File: src/stc_defs.svh
// Purpose: register offsets, field positions and reset values of the timer
// Assumes: included by the design file and the testbench
// Notes: definitions only
`ifndef STC_DEFS_SVH
`define STC_DEFS_SVH
`define STC_OFS_LOW 12'h000
`define STC_OFS_HIGH 12'h004
`define STC_OFS_CTRL 12'h008
`define STC_OFS_FLAGS 12'h00C
`define STC_OFS_ENABLES 12'h010
`define STC_OFS_CMP 12'h014
`define STC_OFS_CMPMODE 12'h018
`define STC_CTRL_RESET 8'h00
`define STC_CTRL_MASK 8'hBF
`define STC_BIT_RUN 0
`define STC_BIT_SRC 1
`define STC_BIT_SYNC 2
`define STC_BIT_OSC 3
`define STC_BIT_PS_LO 4
`define STC_BIT_WIDE 7
`define STC_MODE_SPECIAL 4'hB
`define STC_CMP_RESET 16'hFFFF
`endif

File: src/stc_pkg.sv
// Purpose: types of the 16-bit timer/counter
// Assumes: stc_defs.svh holds the numbers
// Notes: control register layout as a packed struct
package stc_pkg;
  typedef struct packed {
    logic wide_access_mode;
    logic unused6;
    logic [1:0] prescale_select;
    logic crystal_osc_enable;
    logic external_sync_control;
    logic count_source_select;
    logic run_enable;
  } stc_ctrl_t;
  typedef enum logic [1:0] {
    STC_DIV1, STC_DIV2, STC_DIV4, STC_DIV8
  } stc_div_t;
endpackage : stc_pkg

File: src/stc_timer.sv
// Purpose: 16-bit timer/counter with AHB-Lite register slave
// Assumes: hclk is the instruction clock; pins synchronous to hclk
// Notes: asynchronous counting is modelled on the raw input edge
// Summary of operation
// - Source select clear: count every instruction cycle.
// - Source select set: count rising edges of external input or crystal.
// - Crystal enabled forces both crystal pins to inputs, ignoring direction.
// - Compare unit clear input returns count to zero.
// - Crystal oscillator starts on enable and keeps running in sleep.
// - Count runs 0000h to FFFFh then wraps to 0000h.
// - Each wrap sets sticky overflow flag.
// - Overflow request passes only while its enable bit is set.
// - Special-trigger compare mode: match clears counter, starts conversion.
// - Special-trigger clear does not set overflow flag.
// - Trigger clear guaranteed only in timer or synchronised counter mode.
// - Software write in same cycle as trigger clear wins.
// - Compare value acts as the period in special-trigger mode; here compare_value_pair is only stored, the match arrives on compare_match.
// - Wide mode: high-byte address selects holding buffer.
// - Wide mode: low-byte read copies live high byte into buffer.
// - Wide mode: high write fills buffer; low write loads both bytes.
// - Wide mode: no direct path to live high byte.
// - Wide mode: high write leaves prescaler; low write clears it.
// - Prescale codes 00..11 divide count clock by 1, 2, 4, 8.
// - Oscillator enable bit on turns crystal on, off shuts it off.
//
// Chosen here: the placing of the registers and the AHB-Lite register port.
`timescale 1ns/10ps
`include "stc_defs.svh"
module stc_timer
  import stc_pkg::*;
(
  // Clock and reset
  input wire logic hclk,
  input wire logic hresetn,
  // AHB-Lite slave
  input wire logic hsel,
  input wire logic [11:0] haddr,
  input wire logic [1:0] htrans,
  input wire logic hwrite,
  input wire logic [2:0] hsize,
  input wire logic [31:0] hwdata,
  input wire logic hready,
  output logic [31:0] hrdata,
  output logic hreadyout,
  output logic hresp,
  // Pins
  input wire logic external_count_input,
  input wire logic crystal_input_pin,
  input wire logic [1:0] port_c_direction,
  output logic [1:0] crystal_pin_dir,
  output logic crystal_osc_run,
  // Compare and converter
  input wire logic compare_match,
  input wire logic adc_enable,
  output logic adc_start,
  // Interrupt request
  output logic overflow_irq
);
  // ******************************************************************
  // Bus slave
  // ******************************************************************
  stc_ctrl_t ctrl;
  logic [7:0] cnt_lo;
  logic [7:0] cnt_hi;
  logic [7:0] hi_buf;
  logic overflow_flag;
  logic overflow_irq_enable;
  logic [15:0] compare_value_pair;
  logic [3:0] compare_mode_field;
  logic [2:0] prescale_cnt;
  logic ext_q;
  logic [11:0] a_addr;
  logic a_wr;
  logic take;
  logic wr_lo;
  logic wr_hi;
  logic rd_lo;
  logic wr_ctrl;
  logic wr_flags;
  logic [7:0] wbyte;

  assign take = hsel && hready && htrans[1];
  assign hreadyout = 1'b1;
  assign hresp = 1'b0;
  assign wbyte = hwdata[7:0];
  assign wr_lo = a_wr && (a_addr == `STC_OFS_LOW);
  assign wr_hi = a_wr && (a_addr == `STC_OFS_HIGH);
  assign wr_ctrl = a_wr && (a_addr == `STC_OFS_CTRL);
  assign wr_flags = a_wr && (a_addr == `STC_OFS_FLAGS);
  assign rd_lo = take && !hwrite && (haddr == `STC_OFS_LOW);

  always_ff @(posedge hclk or negedge hresetn) begin
    if (!hresetn) begin
      a_addr <= 12'h000;
      a_wr <= 1'b0;
    end else begin
      a_addr <= {haddr[11:2], 2'b00};
      a_wr <= take && hwrite;
    end
  end

  // Read data registered in the address phase; zero for unmapped words
  always_ff @(posedge hclk or negedge hresetn) begin
    if (!hresetn) begin
      hrdata <= 32'h0000_0000;
    end else if (take && !hwrite) begin
      unique case ({haddr[11:2], 2'b00})
        `STC_OFS_LOW: hrdata <= {24'h000000, cnt_lo};
        `STC_OFS_HIGH: hrdata <= {24'h000000,
          ctrl.wide_access_mode ? hi_buf : cnt_hi};
        `STC_OFS_CTRL: hrdata <= {24'h000000, ctrl};
        `STC_OFS_FLAGS: hrdata <= {31'h0, overflow_flag};
        `STC_OFS_ENABLES: hrdata <= {31'h0, overflow_irq_enable};
        `STC_OFS_CMP: hrdata <= {16'h0000, compare_value_pair};
        `STC_OFS_CMPMODE: hrdata <= {28'h0, compare_mode_field};
        default: hrdata <= 32'h0000_0000;
      endcase
    end
  end

  a_buf_read: assert property (
    @(posedge hclk) disable iff (!hresetn)
    take && !hwrite && haddr == `STC_OFS_HIGH && ctrl.wide_access_mode
    |=> hrdata[7:0] == $past(hi_buf))
    else $error("high read missed buffer");
  a_live_read: assert property (
    @(posedge hclk) disable iff (!hresetn)
    take && !hwrite && haddr == `STC_OFS_HIGH && !ctrl.wide_access_mode
    |=> hrdata[7:0] == $past(cnt_hi))
    else $error("high read missed live byte");

  // ******************************************************************
  // Configuration registers
  // ******************************************************************
  always_ff @(posedge hclk or negedge hresetn) begin
    if (!hresetn) begin
      ctrl <= `STC_CTRL_RESET;
    end else if (wr_ctrl) begin
      ctrl <= wbyte & `STC_CTRL_MASK;
    end
  end

  a_osc_enable: assert property (
    @(posedge hclk) disable iff (!hresetn)
    wr_ctrl |=> crystal_osc_run == $past(wbyte[`STC_BIT_OSC]))
    else $error("oscillator run not following enable");

  always_ff @(posedge hclk or negedge hresetn) begin
    if (!hresetn) begin
      overflow_irq_enable <= 1'b0;
      compare_value_pair <= `STC_CMP_RESET;
      compare_mode_field <= 4'h0;
    end else begin
      if (a_wr && a_addr == `STC_OFS_ENABLES)
        overflow_irq_enable <= hwdata[0];
      if (a_wr && a_addr == `STC_OFS_CMP)
        compare_value_pair <= hwdata[15:0];
      if (a_wr && a_addr == `STC_OFS_CMPMODE)
        compare_mode_field <= hwdata[3:0];
    end
  end

  // ******************************************************************
  // Crystal oscillator and pins
  // ******************************************************************
  // Oscillator runs on the enable bit alone, so sleep never stops it
  assign crystal_osc_run = ctrl.crystal_osc_enable;
  // Direction 1 means input; enable overrides the port setting
  assign crystal_pin_dir = ctrl.crystal_osc_enable ?
    2'b11 : port_c_direction;

  a_pin_force: assert property (
    @(posedge hclk) disable iff (!hresetn)
    ctrl.crystal_osc_enable |-> crystal_pin_dir == 2'b11)
    else $error("crystal pins not inputs");
  a_pin_pass: assert property (
    @(posedge hclk) disable iff (!hresetn)
    !ctrl.crystal_osc_enable |-> crystal_pin_dir == port_c_direction)
    else $error("port direction not passed through");

  // ******************************************************************
  // Count clock selection and prescaler
  // ******************************************************************
  logic src_level;
  logic src_edge;
  logic tick;
  logic ps_done;
  logic sync_mode;
  logic [15:0] cnt;
  logic special;
  logic trig_clear;

  assign src_level = ctrl.crystal_osc_enable ?
    crystal_input_pin : external_count_input;

  always_ff @(posedge hclk or negedge hresetn) begin
    if (!hresetn) begin
      ext_q <= 1'b0;
    end else begin
      ext_q <= src_level;
    end
  end

  assign src_edge = src_level && !ext_q;
  // Timer mode counts every cycle, counter mode counts rising edges
  assign tick = ctrl.run_enable &&
    (ctrl.count_source_select ? src_edge : 1'b1);

  always_comb begin
    unique case (stc_div_t'(ctrl.prescale_select))
      STC_DIV1: ps_done = 1'b1;
      STC_DIV2: ps_done = prescale_cnt[0];
      STC_DIV4: ps_done = &prescale_cnt[1:0];
      STC_DIV8: ps_done = &prescale_cnt;
    endcase
  end

  always_ff @(posedge hclk or negedge hresetn) begin
    if (!hresetn) begin
      prescale_cnt <= 3'h0;
    end else if (wr_lo) begin
      prescale_cnt <= 3'h0;
    end else if (tick) begin
      prescale_cnt <= ps_done ? 3'h0 : prescale_cnt + 3'h1;
    end
  end

  a_ps_clear: assert property (
    @(posedge hclk) disable iff (!hresetn)
    wr_lo |=> prescale_cnt == 3'h0)
    else $error("low write left prescaler");
  a_ps_keep: assert property (
    @(posedge hclk) disable iff (!hresetn)
    wr_hi && ctrl.wide_access_mode && !tick |=> $stable(prescale_cnt))
    else $error("high write moved prescaler");

  // ******************************************************************
  // Counter, trigger clear and overflow
  // ******************************************************************
  assign cnt = {cnt_hi, cnt_lo};
  assign sync_mode = !ctrl.count_source_select ||
    !ctrl.external_sync_control;
  assign special = compare_mode_field == `STC_MODE_SPECIAL;
  // Asynchronous counter mode does not honour the trigger clear
  assign trig_clear = special && compare_match && sync_mode;
  assign adc_start = special && compare_match && adc_enable;

  always_ff @(posedge hclk or negedge hresetn) begin
    if (!hresetn) begin
      cnt_lo <= 8'h00;
      cnt_hi <= 8'h00;
    end else if (wr_lo) begin
      cnt_lo <= wbyte;
      if (ctrl.wide_access_mode)
        cnt_hi <= hi_buf;
    end else if (wr_hi && !ctrl.wide_access_mode) begin
      cnt_hi <= wbyte;
    end else if (trig_clear) begin
      cnt_lo <= 8'h00;
      cnt_hi <= 8'h00;
    end else if (tick && ps_done) begin
      {cnt_hi, cnt_lo} <= cnt + 16'h0001;
    end
  end

  a_trig_clears: assert property (
    @(posedge hclk) disable iff (!hresetn)
    trig_clear && !wr_lo && !wr_hi |=> cnt == 16'h0000)
    else $error("trigger did not clear count");
  a_write_wins: assert property (
    @(posedge hclk) disable iff (!hresetn)
    trig_clear && wr_lo |=> cnt_lo == $past(wbyte))
    else $error("write lost to trigger");
  a_run_hold: assert property (
    @(posedge hclk) disable iff (!hresetn)
    !ctrl.run_enable && !a_wr && !trig_clear |=> $stable(cnt))
    else $error("count moved while stopped");
  a_timer_step: assert property (
    @(posedge hclk) disable iff (!hresetn)
    ctrl.run_enable && !ctrl.count_source_select &&
    ctrl.prescale_select == 2'b00 && !a_wr && !trig_clear
    |=> cnt == $past(cnt) + 16'h0001)
    else $error("timer did not step");
  a_edge_step: assert property (
    @(posedge hclk) disable iff (!hresetn)
    ctrl.run_enable && ctrl.count_source_select && src_edge &&
    ctrl.prescale_select == 2'b00 && !a_wr && !trig_clear
    |=> cnt == $past(cnt) + 16'h0001)
    else $error("counter missed an edge");
  a_edge_idle: assert property (
    @(posedge hclk) disable iff (!hresetn)
    ctrl.count_source_select && !src_edge && !a_wr && !trig_clear
    |=> $stable(cnt))
    else $error("counter moved without an edge");
  a_async_keep: assert property (
    @(posedge hclk) disable iff (!hresetn)
    ctrl.count_source_select && ctrl.external_sync_control |-> !trig_clear)
    else $error("trigger clear in asynchronous mode");
  a_mode_guard: assert property (
    @(posedge hclk) disable iff (!hresetn)
    !special |-> !trig_clear && !adc_start)
    else $error("trigger action outside special mode");
  a_wide_load: assert property (
    @(posedge hclk) disable iff (!hresetn)
    wr_lo && ctrl.wide_access_mode |=> cnt_hi == $past(hi_buf))
    else $error("low write did not load high byte");
  a_narrow_high: assert property (
    @(posedge hclk) disable iff (!hresetn)
    wr_hi && !ctrl.wide_access_mode |=> cnt_hi == $past(wbyte))
    else $error("high write did not reach count");

  always_ff @(posedge hclk or negedge hresetn) begin
    if (!hresetn) begin
      hi_buf <= 8'h00;
    end else if (wr_hi && ctrl.wide_access_mode) begin
      hi_buf <= wbyte;
    end else if (rd_lo && ctrl.wide_access_mode) begin
      hi_buf <= cnt_hi;
    end
  end

  a_buf_load: assert property (
    @(posedge hclk) disable iff (!hresetn)
    rd_lo && ctrl.wide_access_mode && !wr_hi |=> hi_buf == $past(cnt_hi))
    else $error("high buffer not loaded");
  a_buf_write: assert property (
    @(posedge hclk) disable iff (!hresetn)
    wr_hi && ctrl.wide_access_mode |=> hi_buf == $past(wbyte))
    else $error("high write missed buffer");
  a_buf_idle: assert property (
    @(posedge hclk) disable iff (!hresetn)
    !ctrl.wide_access_mode |=> $stable(hi_buf))
    else $error("buffer moved in narrow mode");

  logic wrap;
  assign wrap = !wr_lo && !(wr_hi && !ctrl.wide_access_mode) &&
    !trig_clear && tick && ps_done && cnt == 16'hFFFF;

  // Set wins over a same-cycle software clear
  always_ff @(posedge hclk or negedge hresetn) begin
    if (!hresetn) begin
      overflow_flag <= 1'b0;
    end else if (wrap) begin
      overflow_flag <= 1'b1;
    end else if (wr_flags && !hwdata[0]) begin
      overflow_flag <= 1'b0;
    end
  end

  a_wrap_sets_flag: assert property (
    @(posedge hclk) disable iff (!hresetn)
    wrap |=> overflow_flag && cnt == 16'h0000)
    else $error("overflow flag not set on wrap");
  a_trig_no_flag: assert property (
    @(posedge hclk) disable iff (!hresetn)
    trig_clear && !wr_lo && !overflow_flag && !wrap |=> !overflow_flag)
    else $error("trigger clear set overflow");
  a_flag_sticky: assert property (
    @(posedge hclk) disable iff (!hresetn)
    overflow_flag && !wr_flags |=> overflow_flag)
    else $error("overflow flag dropped by itself");
  a_flag_source: assert property (
    @(posedge hclk) disable iff (!hresetn)
    !overflow_flag && !wrap |=> !overflow_flag)
    else $error("overflow flag set without a wrap");

  assign overflow_irq = overflow_flag && overflow_irq_enable;

  a_irq_gate: assert property (
    @(posedge hclk) disable iff (!hresetn)
    overflow_irq |-> overflow_flag && overflow_irq_enable)
    else $error("irq without enable");
  a_irq_mask: assert property (
    @(posedge hclk) disable iff (!hresetn)
    overflow_flag && overflow_irq_enable |-> overflow_irq)
    else $error("enabled overflow gave no irq");
endmodule : stc_timer

File: config.mk
export PLATFORM = sky130hd
export DESIGN_NAME = stc_timer
export DESIGN_NICKNAME = d
export VERILOG_FILES = /design/src/stc_pkg.sv /design/src/stc_timer.sv
export VERILOG_INCLUDE_DIRS = /design/src
export SDC_FILE = /design/constraint.sdc
export NUM_CORES = 1
export LEC_CHECK = 0
export BUFFER_PORTS_ARGS = -buffer_cell sky130_fd_sc_hd__buf_2
export CAP_MARGIN = 10
export CORE_MARGIN = 2
export CORE_UTILIZATION = 30
export CTS_BUF_LIST = sky130_fd_sc_hd__clkbuf_16
export CTS_CLUSTER_DIAMETER = 150
export DETAILED_ROUTE_END_ITERATION = 6
export PLACE_DENSITY = 0.51
export SYNTH_ARGS = -nofsm -noshare
export SYNTH_HDL_FRONTEND = slang
export SYNTH_SLANG_ARGS = --single-unit
File: constraint.sdc
create_clock -name hclk -period 2.1 [get_ports hclk]
set_input_delay 0 -clock hclk [delete_from_list [all_inputs] [get_ports hclk]]
set_output_delay 0 -clock hclk [all_outputs]
set_load 0.05 [all_outputs]
[Word-level counts from Yosys, hierarchy flattened]
Cells that the tools add are included.
Storage, ports and cells
  register bits after elaboration: 100
  input port bits: 60
  output and inout port bits: 39
  word-level logic and storage cells: 109
Cells by class
  add/subtract/negate cells: 2
  eq/ne operators: 18
  multiplexer cells: 21
  reduce and logical (&&, ||, !) cells: 50
Operators by type and width (number)
  $pmux W16 S7: 1
  $mux W8: 11
  $eq A10 B3 Y1 const B: 6
  $eq A10 B2 Y1 const B: 4
  $logic_and A1 B1 Y1: 28
  $logic_not A12 Y1: 2
  $eq A10 B1 Y1 const B: 2
  $add A16 B1 Y16 const B: 1
  $eq A16 B16 Y1 const B: 1
  $logic_not A10 Y1: 1
  $logic_not A1 Y1: 9
  $mux W3: 3
  $reduce_bool A2 Y1: 3
  $eq A2 B2 Y1 const B: 2
  $eq A4 B4 Y1 const B: 1
  $mux W1: 4
  $pmux W1 S4: 1
  $reduce_and A2 Y1: 2
  $reduce_bool A4 Y1: 1
  $add A3 B1 Y3 const B: 1
  $reduce_and A3 Y1: 1
  $reduce_bool A3 Y1: 1
  $eq A2 B1 Y1 const B: 1
  $logic_not A2 Y1: 1
  other kinds (3): 3

[Depth between registers and ports, before layout]
  depth in word-level cells: 10
  mapped depth: 8
  depth with buffers taken out: 7

[Worst setup path after synthesis]
OpenSTA, ideal clock, no wires.
  path type: register to register
  start point: register ctrl (netlist bit crystal_osc_run)
  end point: register cnt_hi[1]
  library setup time: 0.131 ns
  arrival time: 2.151 ns
  required time: 1.969 ns
  path slack: -0.182 ns
  cell stages (with the launch flop): 7
  path buffers: 1
  clock period less this slack: 2.282 ns
  cell sequence: dfrtp_1 -> mux2_2 -> a31oi_1 -> nand2b_1 -> buf_2 -> a22oi_1 -> a2bb2oi_1
Between the ends
  word-level cells in the longest chain between the ends: 6
RTL lines
  start: declaration: line stc_timer.sv:62  | stc_ctrl_t ctrl;
  start signal: assignment: line stc_timer.sv:137  | ctrl <= `STC_CTRL_RESET;
  start signal: assignment: line stc_timer.sv:139  | ctrl <= wbyte & `STC_CTRL_MASK;
  $mux W1: line stc_timer.sv:193  | assign src_level = ctrl.crystal_osc_enable ?
  named net src_level: line stc_timer.sv:184  | logic src_level;
  $logic_and A1 B1 Y1: line stc_timer.sv:204  | assign src_edge = src_level && !ext_q;
  $mux W1: line stc_timer.sv:207  | (ctrl.count_source_select ? src_edge : 1'b1);
  $logic_and A1 B1 Y1: line stc_timer.sv:206  | assign tick = ctrl.run_enable &&
  $logic_and A1 B1 Y1: line stc_timer.sv:261  | end else if (tick && ps_done) begin
  $reduce_bool A4 Y1 (no source line)
  end signal: assignment: line stc_timer.sv:255  | cnt_hi <= hi_buf;
  end signal: assignment: line stc_timer.sv:257  | cnt_hi <= wbyte;
  end signal: assignment: line stc_timer.sv:262  | {cnt_hi, cnt_lo} <= cnt + 16'h0001;
  end: declaration: line stc_timer.sv:64  | logic [7:0] cnt_hi;
The timed path passes the listed nets, and every way through them passes these cells.
A chain may end at the register's enable or synchronous reset.

[Worst setup path in the final report]
  start point: register a_addr[5]
  end point: register cnt_lo[7]
Between the ends
  word-level cells in the longest chain between the ends: 5
  elaborated cells on any way between the ends: 9
  those cells by class: eq/ne: 2; mux: 1; reduce/logical: 6
RTL lines
  start: declaration: line stc_timer.sv:72  | logic [11:0] a_addr;
  start signal: assignment: line stc_timer.sv:97  | a_addr <= {haddr[11:2], 2'b00};
  $eq A10 B1 Y1 (no source line)
  $logic_and A1 B1 Y1: line stc_timer.sv:87  | assign wr_hi = a_wr && (a_addr == `STC_OFS_HIGH);
  $logic_and A1 B1 Y1: line stc_timer.sv:256  | end else if (wr_hi && !ctrl.wide_access_mode) begin
  $ne A2 B2 Y1 (no source line)
  $reduce_and A2 Y1 (no source line)
  end signal: assignment: line stc_timer.sv:253  | cnt_lo <= wbyte;
  end signal: assignment: line stc_timer.sv:262
  end: declaration: line stc_timer.sv:63  | logic [7:0] cnt_lo;
Parallel ways exist; a longest one is shown, timed or not.

==> results.txt <==
----------------------------------------------------
[Cells and area]
  Relative area change from synthesis to final layout ... 30.6%
  Post-route insts no fill ... 733
  Layout filler cell count ... 1457
  Share of cells above drive strength 1 ... 0.365
  Net total in the final layout ... 603
  Area of all placed cells without fillers ... 0.00596 mm^2
  Core utilization of the finished layout ... 0.396
  Most common cell after layout, fill and taps aside ... dfrtp_1
  Number of diodes ... 0
  Most frequent cells in the layout ... dfrtp_1, buf_2, mux2_2, nand2_1, buf_4

[CTS]
  CTS Root Buffer Type ... clkbuf_16
  H-tree level count ... 3
  Clock tree sinks ... 84
  Clk buf depth ... 2
  CTS tree ... yes
  Later-pin clock latency in the skew report ... 350 ps
  Cts bufs inserted ... 9
  Clock edge transition at the registers on the reported setup and hold paths ... 60 ps

[Synth]
  Synth Cell Area ... 0.00456 mm^2
  Number of library cell types mapped by synthesis ... 62
  Count of mapped cells out of synthesis ... 423
  Number of synthesized register bits ... 84
  Sequential fraction of the synthesis area ... 0.465
  Fraction of synthesized cell area taken by the top area cell type ... 0.373
  Dominant cells by area after synthesis ... dfrtp_1, dfstp_2, mux2_2, mux2i_1, a22oi_1
  Main flop type after synthesis ... dfrtp_1
  Average size of a mapped cell ... 10.8 um^2
  EDFF count, synth ... 0
  Synth area leader ... dfrtp_1
  Fraction of synthesis flops using an asynchronous set or reset pin ... 1.00
  Number of warnings issued by yosys ... 0

[Hold path]
  Startpoint of the tightest hold check path ... haddr[3]
  Min-Delay Path Depth ... 1
  Worst hold path type ... input pin to flop
  Worst Hold End ... a_addr[3]

[Global route]
  Met3 GRT Util ... 0.0448
  Total routing resource utilization after global routing ... 0.166
  Maximum number of pins on one net before global-route repair ... 42
  Global routing usage on met1 ... 0.218
  Met2 Usage GRT ... 0.267
  Global-route wire length before repair ... 20700 um
  Number of antenna violations at the first check in global routing ... 0
  GRT Residual Overflow ... 0
  Via count of the first global-routing pass ... 3892
  GRT Max-Usage Layer ... met2

[Routing]
  Drt first pass iters ... 5
  Total Wirelength ... 12900 um
  Wire length per cell after detailed routing ... 17.5 um
  Detailed Route Iter0 Violations ... 187
  DRC violation count after routing ... 0
  Via Count ... 3795
  Via density ... 5.18
  Residual antenna-violating net count after detailed routing ... 0

[Power]
  Static leakage ... 2.65 nW
  Pwr Density ... 636 mW/mm^2
  VDD IR-drop max ... 0.481 mV

[Placement]
  Dpl hpwl ... 9450 um
  Placed cell count ... 690
  Routability congestion estimate from global placement ... 0.837
  Total placed instance area ... 0.00531 mm^2
  I/O Buffers ... 60

[Setup path]
  Launching element type of the critical path ... flop
  Arrival @ worst endpoint ... 2330 ps
  Register-to-Register Path Depth ... 7
  End of the worst register-to-register path ... cnt_lo[7]
  Reg2reg start ... a_addr[5]
  Data required time at the worst endpoint ... 2340 ps
  Critical path fanouts, max ... 7
  CP Capture Type ... flop
  Setup CP Type ... flop to flop
  Worst reg-to-reg setup slack ... 10 ps

[STA]
  RSZ-0062 raised after global routing ... yes
  Largest clock skew in the final design ... 11.4 ps
  Transition time at the pin with the least slew margin ... 624 ps
  # setup viols final ... 0
  Worst slew slack as a fraction of its limit ... 0.583
  Final critical-path required period ... 2090 ps
  Period Utilization, post-route ... 0.994
  Fmax ... 0.479 GHz
  Hold Vio Cnt, Final ... 0
  Final Max Slew Viols ... 0

[Die]
  Floorplan die height ... 127 um
  I/O pin count ... 99
  Full die area ... 0.0162 mm^2
  Core Region ... 0.0150 mm^2
  Row count ... 45
  X dimension of the die ... 127 um
  Starting utilization of the core area ... 0.303

[Status]
  Run status ... finished, final reports clean

[Job]
  MaxCap Viol Count ... 0

----------------------------------------------------
-- sequential cells by signal (all words and copies together), names as in the netlist --
register             count
a_wr                     1
compare_value_pair      16
prescale_cnt             3
cnt_hi                   8
a_addr                  10
crystal_osc_run          1
compare_mode_field       4
hi_buf                   8
overflow_flag            1
cnt_lo                   8
ext_q                    1
hrdata                  16
overflow_irq_enable      1
ctrl                     6
-- synthesized netlist by cell type, types with 7 or more instances --
library cell,number
a22o_1,9
a211oi_1,7
o21ai_0,17
buf_2,7
mux2_2,37
nor2_1,30
buf_4,18
clkbuf_1,8
a2bb2oi_1,11
mux2i_1,17
dfstp_2,16
dfrtp_1,68
nand2_1,33
a21oi_1,18
nand3_1,14
a22oi_1,21
-- repair_timing --
item / 4_1_cts / 5_1_grt
endpoints found under the setup margin: 5 / 21
endpoints found under the hold margin: 94 / 0
resized for setup: 3 / 18
hold buffers: 25 / 0
buffers inserted: 0 / 2
pin swaps: 1 / 7
-- metal layers --
metal,vias to the layer above,part of all wire
li1,1788,-
met1,1902,0.46
met2,90,0.47
met3,15,0.049
met4,0,0.021
met5,-,0
-- worst max-delay path, stage by stage (launching register included) --
cell and delay [ps]:
dfrtp_1 370, or4_4 640, buf_6 170, nor4_4 250, buf_4 190, a21oi_4 40
buf_6 140, o22a_1 180
-- worst max path at each step --
stage / startpoint / to / slack (ps) / cells past startpoint
5_1_grt: a_addr[5] / cnt_lo[7] / -70 / 7
3_3_place_gp: a_addr[8] / cnt_hi[1] / -10 / 7
2_1_floorplan: a_addr[5] / cnt_lo[1] / -90 / 6
3_5_place_dp: a_addr[5] / cnt_lo[7] / 7 / 7
6_report: a_addr[5] / cnt_lo[7] / 10 / 7
4_1_cts: a_addr[8] / cnt_hi[7] / 0.9 / 7
-- cell type report --
| class | count | area, um^2 | share of cell area |
|---|---|---|---|
| Clock buffer | 9 | 225 | 0.0378 |
| Clock inverter | 7 | 66.3 | 0.0111 |
| Sequential cell | 84 | 2120 | 0.357 |
| Tap cell | 188 | 235 | 0.0395 |
| Inverter | 6 | 22.5 | 0.00378 |
| Timing Repair Buffer | 125 | 947 | 0.159 |
| Multi-Input combinational cell | 314 | 2340 | 0.392 |
-- metrics by stage --
stage / TNS (ps) / power (mW) / hold WS [ps] / setup slack (ps)
2_1_floorplan: -130 / 2.04 / -296 / -90.8
3_3_place_gp: -16.4 / 2.18 / -93.4 / -14.2
3_5_place_dp: 0 / 2.18 / -89.9 / 7.28
4_1_cts: 0 / 3.82 / 0.242 / 0.939
5_1_grt: -835 / 3.95 / 0.00308 / -70.3
6_report: 0 / 3.79 / 8.48 / 11.6
-- where the power goes --
group | internal, mW | switching [mW]
sequential | 1.69 | 0.0566
combinational | 0.179 | 0.266
clock | 0.917 | 0.674
total | 2.79 | 0.996
-- cells by family after synthesis --
logic type               share of synthesized area
multiplexers                                 0.136
adder cells (fa/ha/maj)                    0.00823
other                                      0.00165
AO/OA/AOI/OAI                                0.173
XOR/XNOR                                   0.00192
flip-flops                                   0.465
AND/OR/NAND/NOR                              0.162
buffers and inverters                       0.0521
No activity file was read; power rests on OpenSTA's default activity.
